===== config.mk =====
export PLATFORM = sky130hd
export DESIGN_NAME = output_ramp_sequencer
export DESIGN_NICKNAME = d
export VERILOG_FILES = /design/src/rtl/ramp_seq_pkg.sv /design/src/rtl/step_if.sv /design/src/rtl/step_timer.sv /design/src/rtl/output_ramp_sequencer.sv
export SDC_FILE = /design/constraint.sdc
export NUM_CORES = 1
export LEC_CHECK = 0
export BUFFER_PORTS_ARGS = -buffer_cell sky130_fd_sc_hd__buf_2
export CORE_ASPECT_RATIO = 2
export CORE_MARGIN = 4
export CORE_UTILIZATION = 55
export DETAILED_ROUTE_END_ITERATION = 8
export HOLD_SLACK_MARGIN = 0.03
export PLACE_DENSITY = 0.83
export RECOVER_POWER = 100
export SLEW_MARGIN = 5
export SYNTH_ARGS = -nofsm -noshare
export SYNTH_HDL_FRONTEND = slang
export SYNTH_SLANG_ARGS = --single-unit

===== constraint.sdc =====
create_clock -name SYS_CLK -period 7.8 [get_ports SYS_CLK]
set_input_delay 1.95 -clock SYS_CLK [delete_from_list [all_inputs] [get_ports SYS_CLK]]
set_output_delay 1.95 -clock SYS_CLK [all_outputs]
set_load 0.05 [all_outputs]

===== src/rtl/ramp_seq_pkg.sv =====
// Purpose: Shared constants and types for the output ramp sequencer.
// Assumes: Setpoints are 12-bit codes of 2.5 mV; the step timer ticks every 10 us.
// Notes:   Register offsets and reset values live here and nowhere else.
`default_nettype none

package ramp_seq_pkg;

	// ---------------------------------------------------------------
	// Register map
	// ---------------------------------------------------------------
	localparam logic [7:0] ADDR_RAMP_RATE = 8'h03;
	localparam logic [7:0] ADDR_STARTUP   = 8'h05;
	localparam logic [7:0] ADDR_SHUTDOWN  = 8'h06;

	localparam logic [6:0] RST_RAMP_RATE  = 7'h1c;
	localparam logic [7:0] RST_STARTUP    = 8'h00;
	localparam logic [5:0] RST_SHUTDOWN   = 6'h0b;

	// Field positions inside the ramp rate register.
	localparam int RISE_MSB    = 6;
	localparam int RISE_LSB    = 4;
	localparam int CTRL_EN_BIT = 3;
	localparam int FALL_MSB    = 2;
	localparam int FALL_LSB    = 0;

	// ---------------------------------------------------------------
	// Timing and stepping
	// ---------------------------------------------------------------
	localparam int              SP_W          = 12;
	localparam int              TMR_W         = 16;
	localparam logic [SP_W-1:0] STEP_CODES    = 12'h004;
	localparam int              TICK_US       = 10;
	localparam int              MS_US         = 1000;
	localparam logic [6:0]      TICKS_PER_MS  = 7'(MS_US / TICK_US);
	localparam int              MCLK_PER_TICK = 10;

	// Dwell per 10 mV step in ticks of 10 us, from the slew rate code.
	localparam logic [4:0] DWELL_0P05 = 5'h14;
	localparam logic [4:0] DWELL_0P1  = 5'h0a;
	localparam logic [4:0] DWELL_0P2  = 5'h05;
	localparam logic [4:0] DWELL_0P5  = 5'h02;
	localparam logic [4:0] DWELL_1P0  = 5'h01;

	typedef enum logic [5:0] {
		S_IDLE      = 6'h01,
		S_ON_DELAY  = 6'h02,
		S_RAMP_UP   = 6'h04,
		S_ON        = 6'h08,
		S_OFF_WAIT  = 6'h10,
		S_RAMP_DOWN = 6'h20
	} seq_state_e;

endpackage : ramp_seq_pkg

`default_nettype wire


===== src/rtl/step_if.sv =====
// Purpose: Carrier between the sequencer and its step timer.
// Assumes: One clock domain; start is a one-cycle pulse.
// Notes:   The master clock pin passes through untouched; the timer synchronises it.
`default_nettype none

interface step_if;
	import ramp_seq_pkg::*;
	logic             mclk_pin;
	logic             start;
	logic [TMR_W-1:0] load;
	logic             expired;
	logic             tick;

	modport ctrl  (output mclk_pin, output start, output load, input expired, input tick);
	modport timer (input mclk_pin, input start, input load, output expired, output tick);
endinterface : step_if

`default_nettype wire


===== src/rtl/step_timer.sv =====
// Purpose: Divides the external master clock into 10 us ticks and times delays.
// Assumes: Master clock is far slower than the system clock.
// Notes:   A load of zero expires after one tick, never at once.
`default_nettype none

module step_timer
	import ramp_seq_pkg::*;
#(
	parameter int DIV = MCLK_PER_TICK
) (
	input  wire logic sys_clk,
	input  wire logic srst,
	step_if.timer     tif
);

	typedef struct packed {
		logic [2:0]       sync;
		logic             filt;
		logic [7:0]       pre;
		logic [TMR_W-1:0] cnt;
		logic             running;
		logic             tick;
		logic             expired;
	} tmr_s;

	tmr_s st_r;
	tmr_s st_nxt;
	logic rise;

	// ---------------------------------------------------------------
	// Master clock divider and delay counter
	// ---------------------------------------------------------------
	always_comb begin
		st_nxt         = st_r;
		st_nxt.tick    = 1'b0;
		st_nxt.expired = 1'b0;
		st_nxt.sync    = {st_r.sync[1:0], tif.mclk_pin};
		// Only stages two and three are compared; stage one is metastable-prone.
		rise = (st_r.sync[1] == st_r.sync[2]) && st_r.sync[2] && !st_r.filt;
		if (st_r.sync[1] == st_r.sync[2]) begin
			st_nxt.filt = st_r.sync[2];
		end
		if (rise) begin
			if (st_r.pre == 8'(DIV - 1)) begin
				st_nxt.pre  = 8'h00;
				st_nxt.tick = 1'b1;
			end else begin
				st_nxt.pre = st_r.pre + 8'h01;
			end
		end
		if (tif.start) begin
			st_nxt.cnt     = tif.load;
			st_nxt.running = 1'b1;
		end else if (st_r.running && st_r.tick) begin
			if (st_r.cnt <= 16'h0001) begin
				st_nxt.running = 1'b0;
				st_nxt.expired = 1'b1;
			end else begin
				st_nxt.cnt = st_r.cnt - 16'h0001;
			end
		end
	end

	always_ff @(posedge sys_clk) begin
		if (srst) begin
			st_r <= '0;
		end else begin
			st_r <= st_nxt;
		end
	end

	assign tif.tick    = st_r.tick;
	assign tif.expired = st_r.expired;
endmodule : step_timer

`default_nettype wire


===== src/rtl/output_ramp_sequencer.sv =====
// Purpose: Turn-on/turn-off sequencing and setpoint ramping for a step-down converter.
// Assumes: VOUT_SENSE and TARGET_SETPOINT are synchronous 12-bit codes of 2.5 mV.
// Notes:   RUN_CMD, OC_DETECT and MASTER_CLK are pins and pass three flip-flops.
//
// How it works
// After turn-on, wait the programmed start delay, then begin ramping up.
// Slewed turn-off delay runs from command until output reaches zero.
// Slewed turn-off waits delay minus ramp-down time, then ramps down.
// Software must program an off delay longer than the ramp-down time.
// Without slew control, switches turn off when the off delay expires.
// Off delay is six bits in milliseconds; top bits read zero; resets to 11.
// Rising rate code in bits 6:4 picks 0.05 to 1.0 V/ms; resets to 1.
// Falling rate code in bits 2:0; bit 3 enables slew control, reset on.
// Ramps move the setpoint in 10 mV steps with rate-dependent dwell.
// Step dwell comes from dividing the externally supplied master clock.
// Overcurrent during a rising ramp trips protection and aborts turn-on.
// Software picks rise rate and limit so charging stays under the limit.
// Into a pre-biased output, the stage stays off until setpoint passes it.
// Software programs delays and rates through the three registers.
// Start delay is eight bits, resets to zero; zero ramps immediately.
// Stepping stops at the target or zero without overshooting.
`default_nettype none

module output_ramp_sequencer
	import ramp_seq_pkg::*;
#(
	parameter int MCLK_DIV = MCLK_PER_TICK
) (
	input  wire logic            SYS_CLK,
	input  wire logic            SRST,
	input  wire logic            MASTER_CLK,
	input  wire logic            RUN_CMD,
	input  wire logic            OC_DETECT,
	input  wire logic [SP_W-1:0] TARGET_SETPOINT,
	input  wire logic [SP_W-1:0] VOUT_SENSE,
	input  wire logic [7:0]      REG_ADDR,
	input  wire logic [7:0]      REG_WDATA,
	input  wire logic            REG_WR,
	output logic      [7:0]      REG_RDATA,
	output logic      [SP_W-1:0] SETPOINT,
	output logic                 PWM_EN,
	output logic                 OC_TRIP,
	output logic                 RAMP_BUSY
);

	typedef struct packed {
		seq_state_e      state;
		logic [6:0]      ramp_rate_config;
		logic [7:0]      startup_delay;
		logic [5:0]      shutdown_delay;
		logic [2:0]      run_sync;
		logic            run_f;
		logic [2:0]      oc_sync;
		logic            oc_f;
		logic            slew_off;
		logic [SP_W-1:0] sp;
		logic            pwm;
		logic            oc_trip;
		logic [7:0]      rdata;
	} seq_s;

	seq_s             st_r;
	seq_s             st_nxt;
	logic             start_c;
	logic [TMR_W-1:0] load_c;
	logic             on_evt;
	logic             off_evt;
	logic             ctrl_en;
	logic [4:0]       rise_dwell;
	logic [4:0]       fall_dwell;
	logic [10:0]      steps_left;
	logic [TMR_W-1:0] ramp_ticks;
	logic [TMR_W-1:0] off_ticks;

	step_if tif ();

	step_timer #(
		.DIV (MCLK_DIV)
	) u_timer (
		.sys_clk (SYS_CLK),
		.srst    (SRST),
		.tif     (tif.timer)
	);

	assign tif.mclk_pin = MASTER_CLK;
	assign tif.start    = start_c;
	assign tif.load     = load_c;

	// Codes 3, 6 and 7 have no defined rate; they fall back to 0.1 V/ms.
	function automatic logic [4:0] dwell_of(input logic [2:0] code);
		case (code)
			3'h0:    dwell_of = DWELL_0P05;
			3'h1:    dwell_of = DWELL_0P1;
			3'h2:    dwell_of = DWELL_0P2;
			3'h4:    dwell_of = DWELL_0P5;
			3'h5:    dwell_of = DWELL_1P0;
			default: dwell_of = DWELL_0P1;
		endcase
	endfunction : dwell_of

	// ---------------------------------------------------------------
	// Derived timing
	// ---------------------------------------------------------------
	always_comb begin
		ctrl_en    = st_r.ramp_rate_config[CTRL_EN_BIT];
		rise_dwell = dwell_of(st_r.ramp_rate_config[RISE_MSB:RISE_LSB]);
		fall_dwell = dwell_of(st_r.ramp_rate_config[FALL_MSB:FALL_LSB]);
		steps_left = 11'((13'(st_r.sp) + 13'h0003) >> 2);
		ramp_ticks = TMR_W'(steps_left * fall_dwell);
		off_ticks  = TMR_W'(st_r.shutdown_delay * TICKS_PER_MS);
		on_evt     = (st_r.run_sync[1] == st_r.run_sync[2]) && st_r.run_sync[2] && !st_r.run_f;
		off_evt    = (st_r.run_sync[1] == st_r.run_sync[2]) && !st_r.run_sync[2] && st_r.run_f;
	end

	// ---------------------------------------------------------------
	// Registers, synchronisers and sequencing
	// ---------------------------------------------------------------
	always_comb begin
		st_nxt   = st_r;
		start_c  = 1'b0;
		load_c   = '0;
		st_nxt.run_sync = {st_r.run_sync[1:0], RUN_CMD};
		st_nxt.oc_sync  = {st_r.oc_sync[1:0], OC_DETECT};
		if (st_r.run_sync[1] == st_r.run_sync[2]) begin
			st_nxt.run_f = st_r.run_sync[2];
		end
		if (st_r.oc_sync[1] == st_r.oc_sync[2]) begin
			st_nxt.oc_f = st_r.oc_sync[2];
		end

		if (REG_WR) begin
			case (REG_ADDR)
				ADDR_RAMP_RATE: st_nxt.ramp_rate_config = REG_WDATA[6:0];
				ADDR_STARTUP:   st_nxt.startup_delay    = REG_WDATA;
				ADDR_SHUTDOWN:  st_nxt.shutdown_delay   = REG_WDATA[5:0];
				default:        st_nxt.shutdown_delay   = st_r.shutdown_delay;
			endcase
		end
		case (REG_ADDR)
			ADDR_RAMP_RATE: st_nxt.rdata = {1'b0, st_r.ramp_rate_config};
			ADDR_STARTUP:   st_nxt.rdata = st_r.startup_delay;
			ADDR_SHUTDOWN:  st_nxt.rdata = {2'b00, st_r.shutdown_delay};
			default:        st_nxt.rdata = 8'h00;
		endcase

		case (st_r.state)
			S_IDLE: begin
				st_nxt.sp  = '0;
				st_nxt.pwm = 1'b0;
				if (on_evt) begin
					st_nxt.oc_trip = 1'b0;
					if (st_r.startup_delay != 8'h00) begin
						start_c      = 1'b1;
						load_c       = TMR_W'(st_r.startup_delay * TICKS_PER_MS);
						st_nxt.state = S_ON_DELAY;
					end else if (ctrl_en) begin
						start_c      = 1'b1;
						load_c       = TMR_W'(rise_dwell);
						st_nxt.state = S_RAMP_UP;
					end else begin
						st_nxt.sp    = TARGET_SETPOINT;
						st_nxt.state = S_ON;
					end
				end
			end
			S_ON_DELAY: begin
				if (off_evt) begin
					st_nxt.state = S_IDLE;
				end else if (tif.expired) begin
					if (ctrl_en) begin
						start_c      = 1'b1;
						load_c       = TMR_W'(rise_dwell);
						st_nxt.state = S_RAMP_UP;
					end else begin
						st_nxt.sp    = TARGET_SETPOINT;
						st_nxt.state = S_ON;
					end
				end
			end
			S_RAMP_UP: begin
				if (st_r.oc_f) begin
					st_nxt.oc_trip = 1'b1;
					st_nxt.pwm     = 1'b0;
					st_nxt.sp      = '0;
					st_nxt.state   = S_IDLE;
				end else if (tif.expired) begin
					// Clamp the last step so the target is never overshot.
					if (13'(st_r.sp) + 13'(STEP_CODES) >= 13'(TARGET_SETPOINT)) begin
						st_nxt.sp    = TARGET_SETPOINT;
						st_nxt.state = S_ON;
					end else begin
						st_nxt.sp = st_r.sp + STEP_CODES;
						start_c   = 1'b1;
						load_c    = TMR_W'(rise_dwell);
					end
				end
			end
			S_ON: begin
				st_nxt.sp = TARGET_SETPOINT;
			end
			S_OFF_WAIT: begin
				if (tif.expired) begin
					if (st_r.slew_off) begin
						start_c      = 1'b1;
						load_c       = TMR_W'(fall_dwell);
						st_nxt.state = S_RAMP_DOWN;
					end else begin
						st_nxt.pwm   = 1'b0;
						st_nxt.sp    = '0;
						st_nxt.state = S_IDLE;
					end
				end
			end
			S_RAMP_DOWN: begin
				if (tif.expired) begin
					if (st_r.sp <= STEP_CODES) begin
						st_nxt.sp    = '0;
						st_nxt.pwm   = 1'b0;
						st_nxt.state = S_IDLE;
					end else begin
						st_nxt.sp = st_r.sp - STEP_CODES;
						start_c   = 1'b1;
						load_c    = TMR_W'(fall_dwell);
					end
				end
			end
			default: begin
				st_nxt.state = S_IDLE;
			end
		endcase

		// Turn-off is taken from ramp-up and on; the slew choice is frozen here.
		if (off_evt && (st_r.state == S_RAMP_UP || st_r.state == S_ON)) begin
			st_nxt.slew_off = ctrl_en;
			start_c         = 1'b1;
			if (!ctrl_en) begin
				load_c       = off_ticks;
				st_nxt.state = S_OFF_WAIT;
			end else if (off_ticks > ramp_ticks) begin
				load_c       = off_ticks - ramp_ticks;
				st_nxt.state = S_OFF_WAIT;
			end else begin
				// A too-short delay just starts the ramp down at once.
				load_c       = TMR_W'(fall_dwell);
				st_nxt.state = S_RAMP_DOWN;
			end
		end

		// The stage waits until the ramping target passes the output already present.
		if (st_nxt.state != S_IDLE && !st_r.pwm && st_nxt.sp > VOUT_SENSE) begin
			st_nxt.pwm = 1'b1;
		end
	end

	always_ff @(posedge SYS_CLK) begin
		if (SRST) begin
			st_r                  <= '0;
			st_r.state            <= S_IDLE;
			st_r.ramp_rate_config <= RST_RAMP_RATE;
			st_r.startup_delay    <= RST_STARTUP;
			st_r.shutdown_delay   <= RST_SHUTDOWN;
		end else begin
			st_r <= st_nxt;
		end
	end

	assign REG_RDATA = st_r.rdata;
	assign SETPOINT  = st_r.sp;
	assign PWM_EN    = st_r.pwm;
	assign OC_TRIP   = st_r.oc_trip;
	assign RAMP_BUSY = st_r.state != S_IDLE && st_r.state != S_ON;
endmodule : output_ramp_sequencer

`default_nettype wire


Word level (Yosys, flattened, before mapping)
Index checks and enable logic that the tools add are counted.
{ "totals": {"reg_bits": 89, "input_bits": 46} }
{ "op_classes": {"n_addsub": 7, "mul": 3, "n_lt_le_gt_ge": 5, "eq_ne": 30, "n_mux": 76, "bitwise": 2, "n_reduce_logical": 32} }
{ "ops": {"columns": ["operator", "count"], "rows": [
  ["two-way mux 12 bit", 10],
  ["two-way mux 16 bit", 6],
  ["one-hot mux 16 bit (5 select lines)", 1],
  ["two-way mux 6 bit", 13],
  ["one-hot mux 12 bit (6 select lines)", 1],
  ["two-way mux 5 bit", 8],
  ["one-hot mux 5 bit (4 select lines)", 2],
  ["two-way mux 13 bit", 3],
  ["one-hot mux 6 bit (6 select lines)", 1],
  ["two-way mux 17 bit", 2],
  ["two-way mux 15 bit", 2],
  ["one-hot mux 8 bit (3 select lines)", 1],
  ["two-way mux 1 bit", 19],
  ["equality test 8 x 3 -> 1 bit (second input constant)", 2],
  ["> comparator 13 x 16 -> 1 bit", 1],
  ["less-or-equal comparator 16 x 1 -> 1 bit (second input constant)", 1],
  ["multiplier 11 x 5 -> 16 bit", 1],
  ["subtractor 13 x 16 -> 16 bit", 1],
  ["subtractor 16 x 1 -> 16 bit (second input constant)", 1],
  ["adder 12 x 2 -> 13 bit (second input constant)", 1],
  ["adder 12 x 3 -> 13 bit (second input constant)", 1],
  [">= comparator 13 x 12 -> 1 bit", 1],
  ["multiplier 8 x 5 -> 13 bit (second input constant)", 1],
  ["adder 12 x 3 -> 12 bit (second input constant)", 1],
  ["40 further kinds", 74]
]} }

Depth between registers and ports, before layout
Gate-level depths: netlist of run 1.
{ "depth": {"depth_word": 12, "depth_mapped": 29} }

By module
Synthesis of run 1 repeated with hierarchy kept, for this count alone.
{ "hier_totals": {"hier_cells": 1227, "area_unflattened_um2": 9614.2} }
{ "by_module_without_submodules": {"columns": ["module", "instances", "cells_each", "area_each_um2"], "rows": [
  ["output_ramp_sequencer", 1, 1027, 7991.4],
  ["step_timer", 1, 200, 1622.8]
]} }

Worst setup path after synthesis of run 1
No wires, ideal clock.
{ "synth_path": {"path_type": "register to register", "from": "register st_r (netlist bit SETPOINT[0])", "to": "register u_timer.st_r[13] (netlist bit)", "t_arrival_ns": 6.118, "required_ns": 7.730, "path_slack_ns": 1.612, "stages_incl_launch_ff": 27, "n_path_buf": 1, "path_cell_list": "dfxtp_1 o21ai_0 xnor2_1 or2_2 fa_1 fa_1 fa_1 inv_1 ha_1 nor2b_1 o31a_1 o21a_1 o21a_1 o21a_1 nor2_1 mux2i_1 and3_1 ha_1 nand4_1 nor2_1 nand4_1 nand3_1 nor4_2 nand4_1 buf_2 or3_1 a21oi_1"} }
{ "synth_via": {"elab_chain_cells": 9, "word_cells_on_any_way": 21} }
{ "synth_lines": {"columns": ["element", "line", "source"], "rows": [
  ["start: declaration", "output_ramp_sequencer.sv:62", "seq_s st_r;"],
  ["start signal: assignment", "output_ramp_sequencer.sv:263", "st_r <= st_nxt;"],
  ["branches (longest 9 deep; another with multiplier 11 x 5 -> 16 bit)", null, null],
  ["end signal: assignment", "step_timer.sv:68", "st_r <= st_nxt;"],
  ["end: declaration", "step_timer.sv:26", "tmr_s st_r;"]
]} }
Parallel ways; which one is timed is not known.
A chain may end at the register's enable or synchronous reset.

Final worst setup path of run 1
{ "layout_path": {"from": "register st_r (netlist bit SETPOINT[4])", "to": "register u_timer.st_r[14] (netlist bit)"} }
The elaborated chain is that of the path after synthesis.

==> flow_metrics.py, run 1 <==
metrics = {
    "clock_tree": {
        "clock_insertion_delay_at_the_later_pin_of_the_skew_report_ns": 0.36,
        "cts-buffers-inserted": 9,
        "clockRootBuffer": "sky130_fd_sc_hd__clkbuf_16",
        "post-cts-setup-buffers": 0,
        "cts-hold-fix-buffers": 0,
        "cts.sinks": 89,
        "ctsLongestPathBuffers": 2,
        "tritoncts": "yes",
        "cts_clk_pin_slew_worst_paths_ns": 0.08,
        "cts_resized": 0,
        "cts-htree-levels": 3,
    },
    "synth": {
        "synth_cell_type_count": 84,
        "netlist.area_leader.share_pct": 18.7,
        "post_synth_instance_area_um2": 9530,
        "postSynthNetCount": 1427,
        "mapped_avg_cell_area_um2": 7.78,
        "ys.flop_type": "sky130_fd_sc_hd__dfxtp_1",
        "netlist_instances": 1225,
        "sequential_cell_area_fraction_in_the_yosys_report_pct": 18.7,
        "synthDominantAreaCellType": "sky130_fd_sc_hd__dfxtp_1",
        "synth_seq_cells": 89,
        "synth_warnings": 0,
        "synth_async_sr_flop_share_pct": 0,
        "synth-edff-count": 0,
        "post_synth_main_area_contributors": "sky130_fd_sc_hd__dfxtp_1, sky130_fd_sc_hd__ha_1, sky130_fd_sc_hd__fa_1",
    },
    "min_path": {
        "type_of_the_worst_min_delay_path": "flop to flop",
        "hold_depth": 1,
    },
    "job": {
        "drv_cap": 4,
    },
    "global_route": {
        "wire_length_of_the_first_global_routing_pass_um": 45900,
        "grt_max_degree": 62,
        "grt_overflow": 0,
        "antenna_found_initial": 0,
        "number_of_global_route_vias_before_repair": 9411,
        "global_route_usage_over_all_layers_pct": 29.1,
    },
    "pwr": {
        "power.ir.vdd_worst_uv": 99.6,
        "fin_total_pwr_mw": 0.962,
        "p_leak_nw": 4.62,
        "power.density_cell_area_nw_per_um2": 95.3,
    },
    "route": {
        "total_via_count_in_the_routed_design": 9364,
        "drc": 0,
        "routed_wirelength_um": 28800,
        "avgViaCountPerCell": 6.44,
        "detail-route-antenna-nets": 0,
        "first_pass_iters": 6,
        "avgRoutedWirePerCell_um": 19.8,
        "detailedRoute.firstIterationViolations": 738,
    },
    "timing": {
        "finalSetupTns_ns": 0,
        "finalMaxSlewViolations": 112,
        "final.hold.worst_slack_ns": 0.439,
        "fin_crit_share_pct": 92.9,
        "fin_skew_ns": 0.0129,
        "worst_pin_slew_ns": 3.06,
        "max_clock_freq_mhz": 138,
        "hold_violations": 0,
        "rsz_0062_raised_after_global_routing": "false",
        "layout_min_cycle_time_ns": 7.24,
        "timing.final.setup_violations": 0,
        "relSlewSlack_pct": -104,
    },
    "critical_path": {
        "critical_path_required_ns": 8.03,
        "data_arrival_at_the_endpoint_of_the_critical_path_ns": 7.48,
        "crit_path_max_fanout": 16,
        "worstSetupPathType": "flop to flop",
        "endpoint_kind": "flop",
        "reg2reg_depth": 27,
        "worstSetupStartpointType": "flop",
    },
    "final_layout": {
        "multi_input_logic_area_um2": 6990,
        "antenna_cell_count": 0,
        "finalInstanceArea_um2": 10100,
        "final_standard_cell_utilization_of_the_core_pct": 59.6,
        "num-fill-cells": 1555,
        "register_area_um2": 1780,
        "drive_above_1_share_pct": 8.11,
        "layout.cells.most_common_list": "sky130_fd_sc_hd__nor2_1, sky130_fd_sc_hd__ha_1, sky130_fd_sc_hd__inv_1",
        "area_growth_syn_to_layout_pct": 5.94,
        "final_nets": 1443,
    },
    "die": {
        "core_um2": 16900,
        "row_count": 67,
        "die-width_um": 101,
        "starting_density_pct": 56.3,
        "fp.dieH_um": 194,
        "ioPinCount": 69,
        "floorplan.die_area_um2": 19600,
    },
    "placed_design": {
        "buffer_ports.inserted": 68,
        "place.detailed.hpwl_um": 22400,
        "dpl_cell_area_um2": 9840,
        "place_congestion": 1.00,
    },
    "outcome": {
        "outcome": "complete, but fails checks",
        "violations": "max-capacitance violations, max-slew violations",
    },
}
## metal layers
| layer | vias up | track usage, % | part of all wire, % |
|---|---|---|---|
| li1 | 4338 | - | - |
| met1 | 4391 | 28.6 | 33 |
| met2 | 454 | 52.4 | 52 |
| met3 | 181 | 4.21 | 5.6 |
| met4 | 0 | 22.6 | 9.7 |
| met5 | - | 0 | 0 |
## per-stage QoR
stage	worst slack [ns]	cells
after global placement	0.939	1437
after global routing	0.0888	1453
final	0.555	1453
after floorplan	1.61	1225
after CTS	0.707	1453
after detailed placement	0.765	1437
## power breakdown
part,internal [mW],leakage [nW],switching [mW]
clock network,0.229,0.150,0.217
registers,0.457,0.719,0.00207
logic,0.0225,3.75,0.0353
total,0.708,4.62,0.255
## worst max-delay path, cell delays in order (launching register included)
cell,delay [ns]
sky130_fd_sc_hd__dfxtp_1,0.57
sky130_fd_sc_hd__and3_1,0.33
sky130_fd_sc_hd__o21ai_0,0.15
sky130_fd_sc_hd__xnor2_1,0.39
sky130_fd_sc_hd__nor2_1,0.10
sky130_fd_sc_hd__fa_1,0.47
sky130_fd_sc_hd__fa_1,0.55
sky130_fd_sc_hd__inv_1,0.06
sky130_fd_sc_hd__fa_1,0.54
sky130_fd_sc_hd__inv_1,0.04
sky130_fd_sc_hd__ha_1,0.34
sky130_fd_sc_hd__o21a_1,0.20
sky130_fd_sc_hd__o31a_1,0.13
sky130_fd_sc_hd__o21a_1,0.20
sky130_fd_sc_hd__o21a_1,0.18
sky130_fd_sc_hd__o21a_1,0.16
sky130_fd_sc_hd__nor2_1,0.18
sky130_fd_sc_hd__mux2i_1,0.21
sky130_fd_sc_hd__and3_1,0.16
sky130_fd_sc_hd__ha_1,0.25
sky130_fd_sc_hd__nand4_1,0.09
sky130_fd_sc_hd__nor2_1,0.05
sky130_fd_sc_hd__nand4_1,0.08
sky130_fd_sc_hd__nand3_1,0.09
sky130_fd_sc_hd__nor4_2,0.27
sky130_fd_sc_hd__nand4_1,0.58
sky130_fd_sc_hd__or3_1,0.56
sky130_fd_sc_hd__a31oi_1,0.17
## path summary, 6_finish.rpt
kind	from	end	slack [ns]
max	SETPOINT[4]$_SDFF_PP0_	u_timer.st_r[14]$_SDFFE_PP0P_	0.56
min	st_nxt[25]$_SDFF_PP0_	st_nxt[26]$_SDFF_PP0_	0.44
max reg2reg	SETPOINT[4]$_SDFF_PP0_	u_timer.st_r[14]$_SDFFE_PP0P_	0.56
min reg2reg	st_nxt[25]$_SDFF_PP0_	st_nxt[26]$_SDFF_PP0_	0.44
## registers in the layout (all words and copies together), names as in the netlist, 2 cells and up
name,cells
u_timer.st_r,27
REG_RDATA,8
st_r,31
SETPOINT,12
u_timer.st_nxt,2
st_nxt,4
## cells in the mapped netlist, drive strengths merged (3+ instances only)
| master | count |
|---|---|
| a211o | 7 |
| a211oi | 10 |
| a21boi | 4 |
| a21o | 15 |
| a21oi | 74 |
| a222oi | 7 |
| a22oi | 14 |
| a2bb2oi | 4 |
| a31oi | 13 |
| a41oi | 4 |
| and2 | 13 |
| and3 | 10 |
| and3b | 3 |
| buf | 31 |
| clkbuf | 39 |
| dfxtp | 89 |
| fa | 31 |
| ha | 125 |
| inv | 107 |
| mux2i | 8 |
| nand2 | 100 |
| nand2b | 12 |
| nand3 | 56 |
| nand4 | 19 |
| nor2 | 125 |
| nor2b | 24 |
| nor3 | 29 |
| nor3b | 8 |
| nor4 | 13 |
| nor4b | 5 |
| o211ai | 9 |
| o21a | 8 |
| o21ai | 40 |
| o22ai | 4 |
| o2bb2ai | 3 |
| o311a | 3 |
| o31a | 3 |
| o31ai | 7 |
| or2 | 13 |
| or3 | 19 |
| or4 | 9 |
| xnor2 | 38 |
| xor2 | 34 |
## cell type report
cell class	count	share of cell area [%]
Inverter	109	4.05
Timing Repair Buffer	75	3.56
Clock inverter	7	0.805
Tap cell	207	2.56
Multi-Input combinational cell	957	69.2
Sequential cell	89	17.6
Clock buffer	9	2.23
## logic make-up (layout without fill, tap and decap cells)
kind of cell               count (synthesis)  in the layout  share of synthesized area [%]
adders and majority gates                156            156                           22.9
AOI/OAI and AO/OA                        254            254                           17.9
and+or+nand+nor                          466            466                           24.9
buffers and inverters                    179            200                           8.04
xor gates and xnor gates                  72             72                           6.61
DFF                                       89             89                           18.7
muxes                                      9              9                          0.958
Note: power is estimated with default switching activity, not from simulation.
==> run 2, diff against run 1 <==
--- a/config.mk
+++ b/config.mk
@@ -7,3 +7,3 @@
 export LEC_CHECK = 0
-export BUFFER_PORTS_ARGS = -buffer_cell sky130_fd_sc_hd__buf_2
+export ABC_CLOCK_PERIOD_IN_PS = 7800
 export CORE_ASPECT_RATIO = 2
@@ -12,4 +12,5 @@
 export DETAILED_ROUTE_END_ITERATION = 8
+export DONT_BUFFER_PORTS = 1
 export HOLD_SLACK_MARGIN = 0.03
-export PLACE_DENSITY = 0.83
+export PLACE_DENSITY = 0.79
 export RECOVER_POWER = 100
--- a/constraint.sdc
+++ b/constraint.sdc
@@ -3,2 +3,2 @@
 set_output_delay 1.95 -clock SYS_CLK [all_outputs]
-set_load 0.05 [all_outputs]
+set_load 0.005 [all_outputs]
==> run 2 against run 1 <==
Critical path type unchanged; sequential power is essentially flat; critical path depth shrank 1; clock-buffer cell count is the same; combinational power shrank 39%; design area shrank 3.4%; die area is the same; largest cell class unchanged; critical endpoint unchanged; fmax grew 5.4%; the run still ends with max-capacitance violations, max-slew violations left; utilization shrank 2.0 points.
==> flow_metrics.py, run 2 (synthesis gave the netlist of run 1 again) <==
metrics = {
    "outcome": {
        "outcome": "complete, but fails checks",
        "violations": "max-capacitance violations, max-slew violations",
    },
    "die": {
        "floorplan.die_area_um2": 19600,
        "fp.dieH_um": 194,
        "core_um2": 16900,
        "row_count": 67,
        "starting_density_pct": 56.3,
        "die-width_um": 101,
        "ioPinCount": 69,
    },
    "timing": {
        "hold_violations": 0,
        "rsz_0062_raised_after_global_routing": "false",
        "fin_skew_ns": 0.0137,
        "finalSetupTns_ns": 0,
        "relSlewSlack_pct": -16.9,
        "timing.final.setup_violations": 0,
        "max_clock_freq_mhz": 146,
        "worst_pin_slew_ns": 1.75,
        "layout_min_cycle_time_ns": 6.87,
        "finalMaxSlewViolations": 31,
        "final.hold.worst_slack_ns": 0.447,
        "fin_crit_share_pct": 88.1,
    },
    "pwr": {
        "power.density_cell_area_nw_per_um2": 96.3,
        "p_leak_nw": 4.40,
        "power.ir.vdd_worst_uv": 141,
        "fin_total_pwr_mw": 0.940,
    },
    "final_layout": {
        "final_standard_cell_utilization_of_the_core_pct": 57.6,
        "num-fill-cells": 1583,
        "largest_register": "st_r",
        "finalInstanceArea_um2": 9760,
        "largest_register_ff_count": 31,
        "antenna_cell_count": 0,
        "drive_above_1_share_pct": 4.25,
        "area_growth_syn_to_layout_pct": 2.36,
        "final_nets": 1374,
        "layout.cells.most_common_list": "sky130_fd_sc_hd__nor2_1, sky130_fd_sc_hd__ha_1, sky130_fd_sc_hd__inv_1",
    },
    "global_route": {
        "number_of_global_route_vias_before_repair": 8923,
        "globalRouteMet2Util_pct": 52.8,
        "wire_length_of_the_first_global_routing_pass_um": 44600,
        "grt_use_met3_pct": 4.57,
        "global_route_usage_over_all_layers_pct": 28.3,
        "top_usage_layer": "met2",
        "grt_max_degree": 62,
        "grt_util_met1_pct": 27.3,
        "grt_overflow": 0,
        "antenna_found_initial": 0,
    },
    "route": {
        "first_pass_iters": 6,
        "avgRoutedWirePerCell_um": 20.1,
        "avgViaCountPerCell": 6.42,
        "detailedRoute.firstIterationViolations": 723,
        "detail-route-antenna-nets": 0,
        "routed_wirelength_um": 27800,
        "drc": 0,
        "total_via_count_in_the_routed_design": 8882,
    },
    "placed_design": {
        "buffer_ports.inserted": 0,
        "place.detailed.hpwl_um": 22200,
        "dpl_cell_area_um2": 9500,
        "place_congestion": 0.979,
    },
    "clock_tree": {
        "clockRootBuffer": "sky130_fd_sc_hd__clkbuf_16",
        "ctsLongestPathBuffers": 2,
        "cts_resized": 0,
        "tritoncts": "yes",
        "clock_insertion_delay_at_the_later_pin_of_the_skew_report_ns": 0.35,
        "post-cts-setup-buffers": 0,
        "cts-hold-fix-buffers": 0,
        "cts-buffers-inserted": 9,
        "cts.sinks": 89,
        "cts_clk_pin_slew_worst_paths_ns": 0.07,
        "cts-htree-levels": 3,
    },
    "critical_path": {
        "endpoint_kind": "flop",
        "critical_path_required_ns": 8.07,
        "data_arrival_at_the_endpoint_of_the_critical_path_ns": 7.14,
        "crit_path_max_fanout": 16,
        "worstSetupStartpointType": "flop",
        "worstSetupPathType": "flop to flop",
    },
    "job": {
        "drv_cap": 2,
    },
    "min_path": {
        "type_of_the_worst_min_delay_path": "flop to flop",
    },
}
==> run 2: cell count changes in the layout (fill, tap and decap cells not counted), sizes merged <==
cell	change
buf	-47
clkbuf	-22
==> run 2: critical path, cell delays in order (launching register included) <==
cell	delay, ns
sky130_fd_sc_hd__dfxtp_1	0.42
sky130_fd_sc_hd__o21ai_0	0.52
sky130_fd_sc_hd__xnor2_1	0.25
sky130_fd_sc_hd__or2_2	0.34
sky130_fd_sc_hd__fa_1	0.49
sky130_fd_sc_hd__fa_1	0.52
sky130_fd_sc_hd__fa_1	0.56
sky130_fd_sc_hd__inv_1	0.05
sky130_fd_sc_hd__ha_1	0.33
sky130_fd_sc_hd__nor2b_1	0.16
sky130_fd_sc_hd__o31a_1	0.27
sky130_fd_sc_hd__o21a_1	0.19
sky130_fd_sc_hd__o21a_1	0.17
sky130_fd_sc_hd__o21a_1	0.16
sky130_fd_sc_hd__nor2_1	0.20
sky130_fd_sc_hd__mux2i_1	0.22
sky130_fd_sc_hd__and3_1	0.17
sky130_fd_sc_hd__ha_1	0.26
sky130_fd_sc_hd__nand4_1	0.09
sky130_fd_sc_hd__nor2_1	0.05
sky130_fd_sc_hd__nand4_1	0.09
sky130_fd_sc_hd__nand3_1	0.08
sky130_fd_sc_hd__nor4_1	0.29
sky130_fd_sc_hd__nand4_1	0.15
sky130_fd_sc_hd__buf_4	0.22
sky130_fd_sc_hd__or3_1	0.38
sky130_fd_sc_hd__a31oi_1	0.16
==> run 2: routing by layer <==
metal / up-vias / share of wire (%) / wire [um]
li1: 4184 / - / -
met1: 4195 / 33 / 9210
met2: 359 / 54 / 15000
met3: 144 / 4.9 / 1360
met4: 0 / 8.0 / 2230
met5: - / 0 / 0
==> run 2: final timing paths <==
kind | startpoint | end | slack [ns] | cells past startpoint
max | SETPOINT[0]$_SDFF_PP0_ | u_timer.st_r[14]$_SDFFE_PP0P_ | 0.93 | 26
min | st_nxt[29]$_SDFF_PP0_ | st_nxt[30]$_SDFF_PP0_ | 0.45 | 1
max reg2reg | SETPOINT[0]$_SDFF_PP0_ | u_timer.st_r[14]$_SDFFE_PP0P_ | 0.93 | 26
min reg2reg | st_nxt[29]$_SDFF_PP0_ | st_nxt[30]$_SDFF_PP0_ | 0.45 | 1
==> run 2: where the power goes <==
| part | switching, mW | internal (mW) | leakage (nW) | total, mW |
|---|---|---|---|---|
| Clock | 0.218 | 0.229 | 0.150 | 0.446 |
| Combinational | 0.0206 | 0.0149 | 3.54 | 0.0354 |
| Sequential | 0.00204 | 0.457 | 0.719 | 0.459 |
| Total | 0.240 | 0.700 | 4.40 | 0.940 |
==> run 2: metrics by stage <==
stage	std cells	setup slack [ns]
after floorplan	1225	1.61
after global placement	1368	1.16
after detailed placement	1368	1.04
after CTS	1384	0.995
after global routing	1384	0.461
final	1384	0.928
==> run 2: layout make-up <==
| class | count | area, um^2 | area share, % |
|---|---|---|---|
| Clock buffer | 9 | 225 | 2.31 |
| Clock inverter | 7 | 81.3 | 0.833 |
| Inverter | 109 | 409 | 4.19 |
| Multi-Input combinational cell | 957 | 6970 | 71.4 |
| Sequential cell | 89 | 1780 | 18.3 |
| Tap cell | 207 | 259 | 2.65 |
| Timing Repair Buffer | 6 | 33.8 | 0.346 |
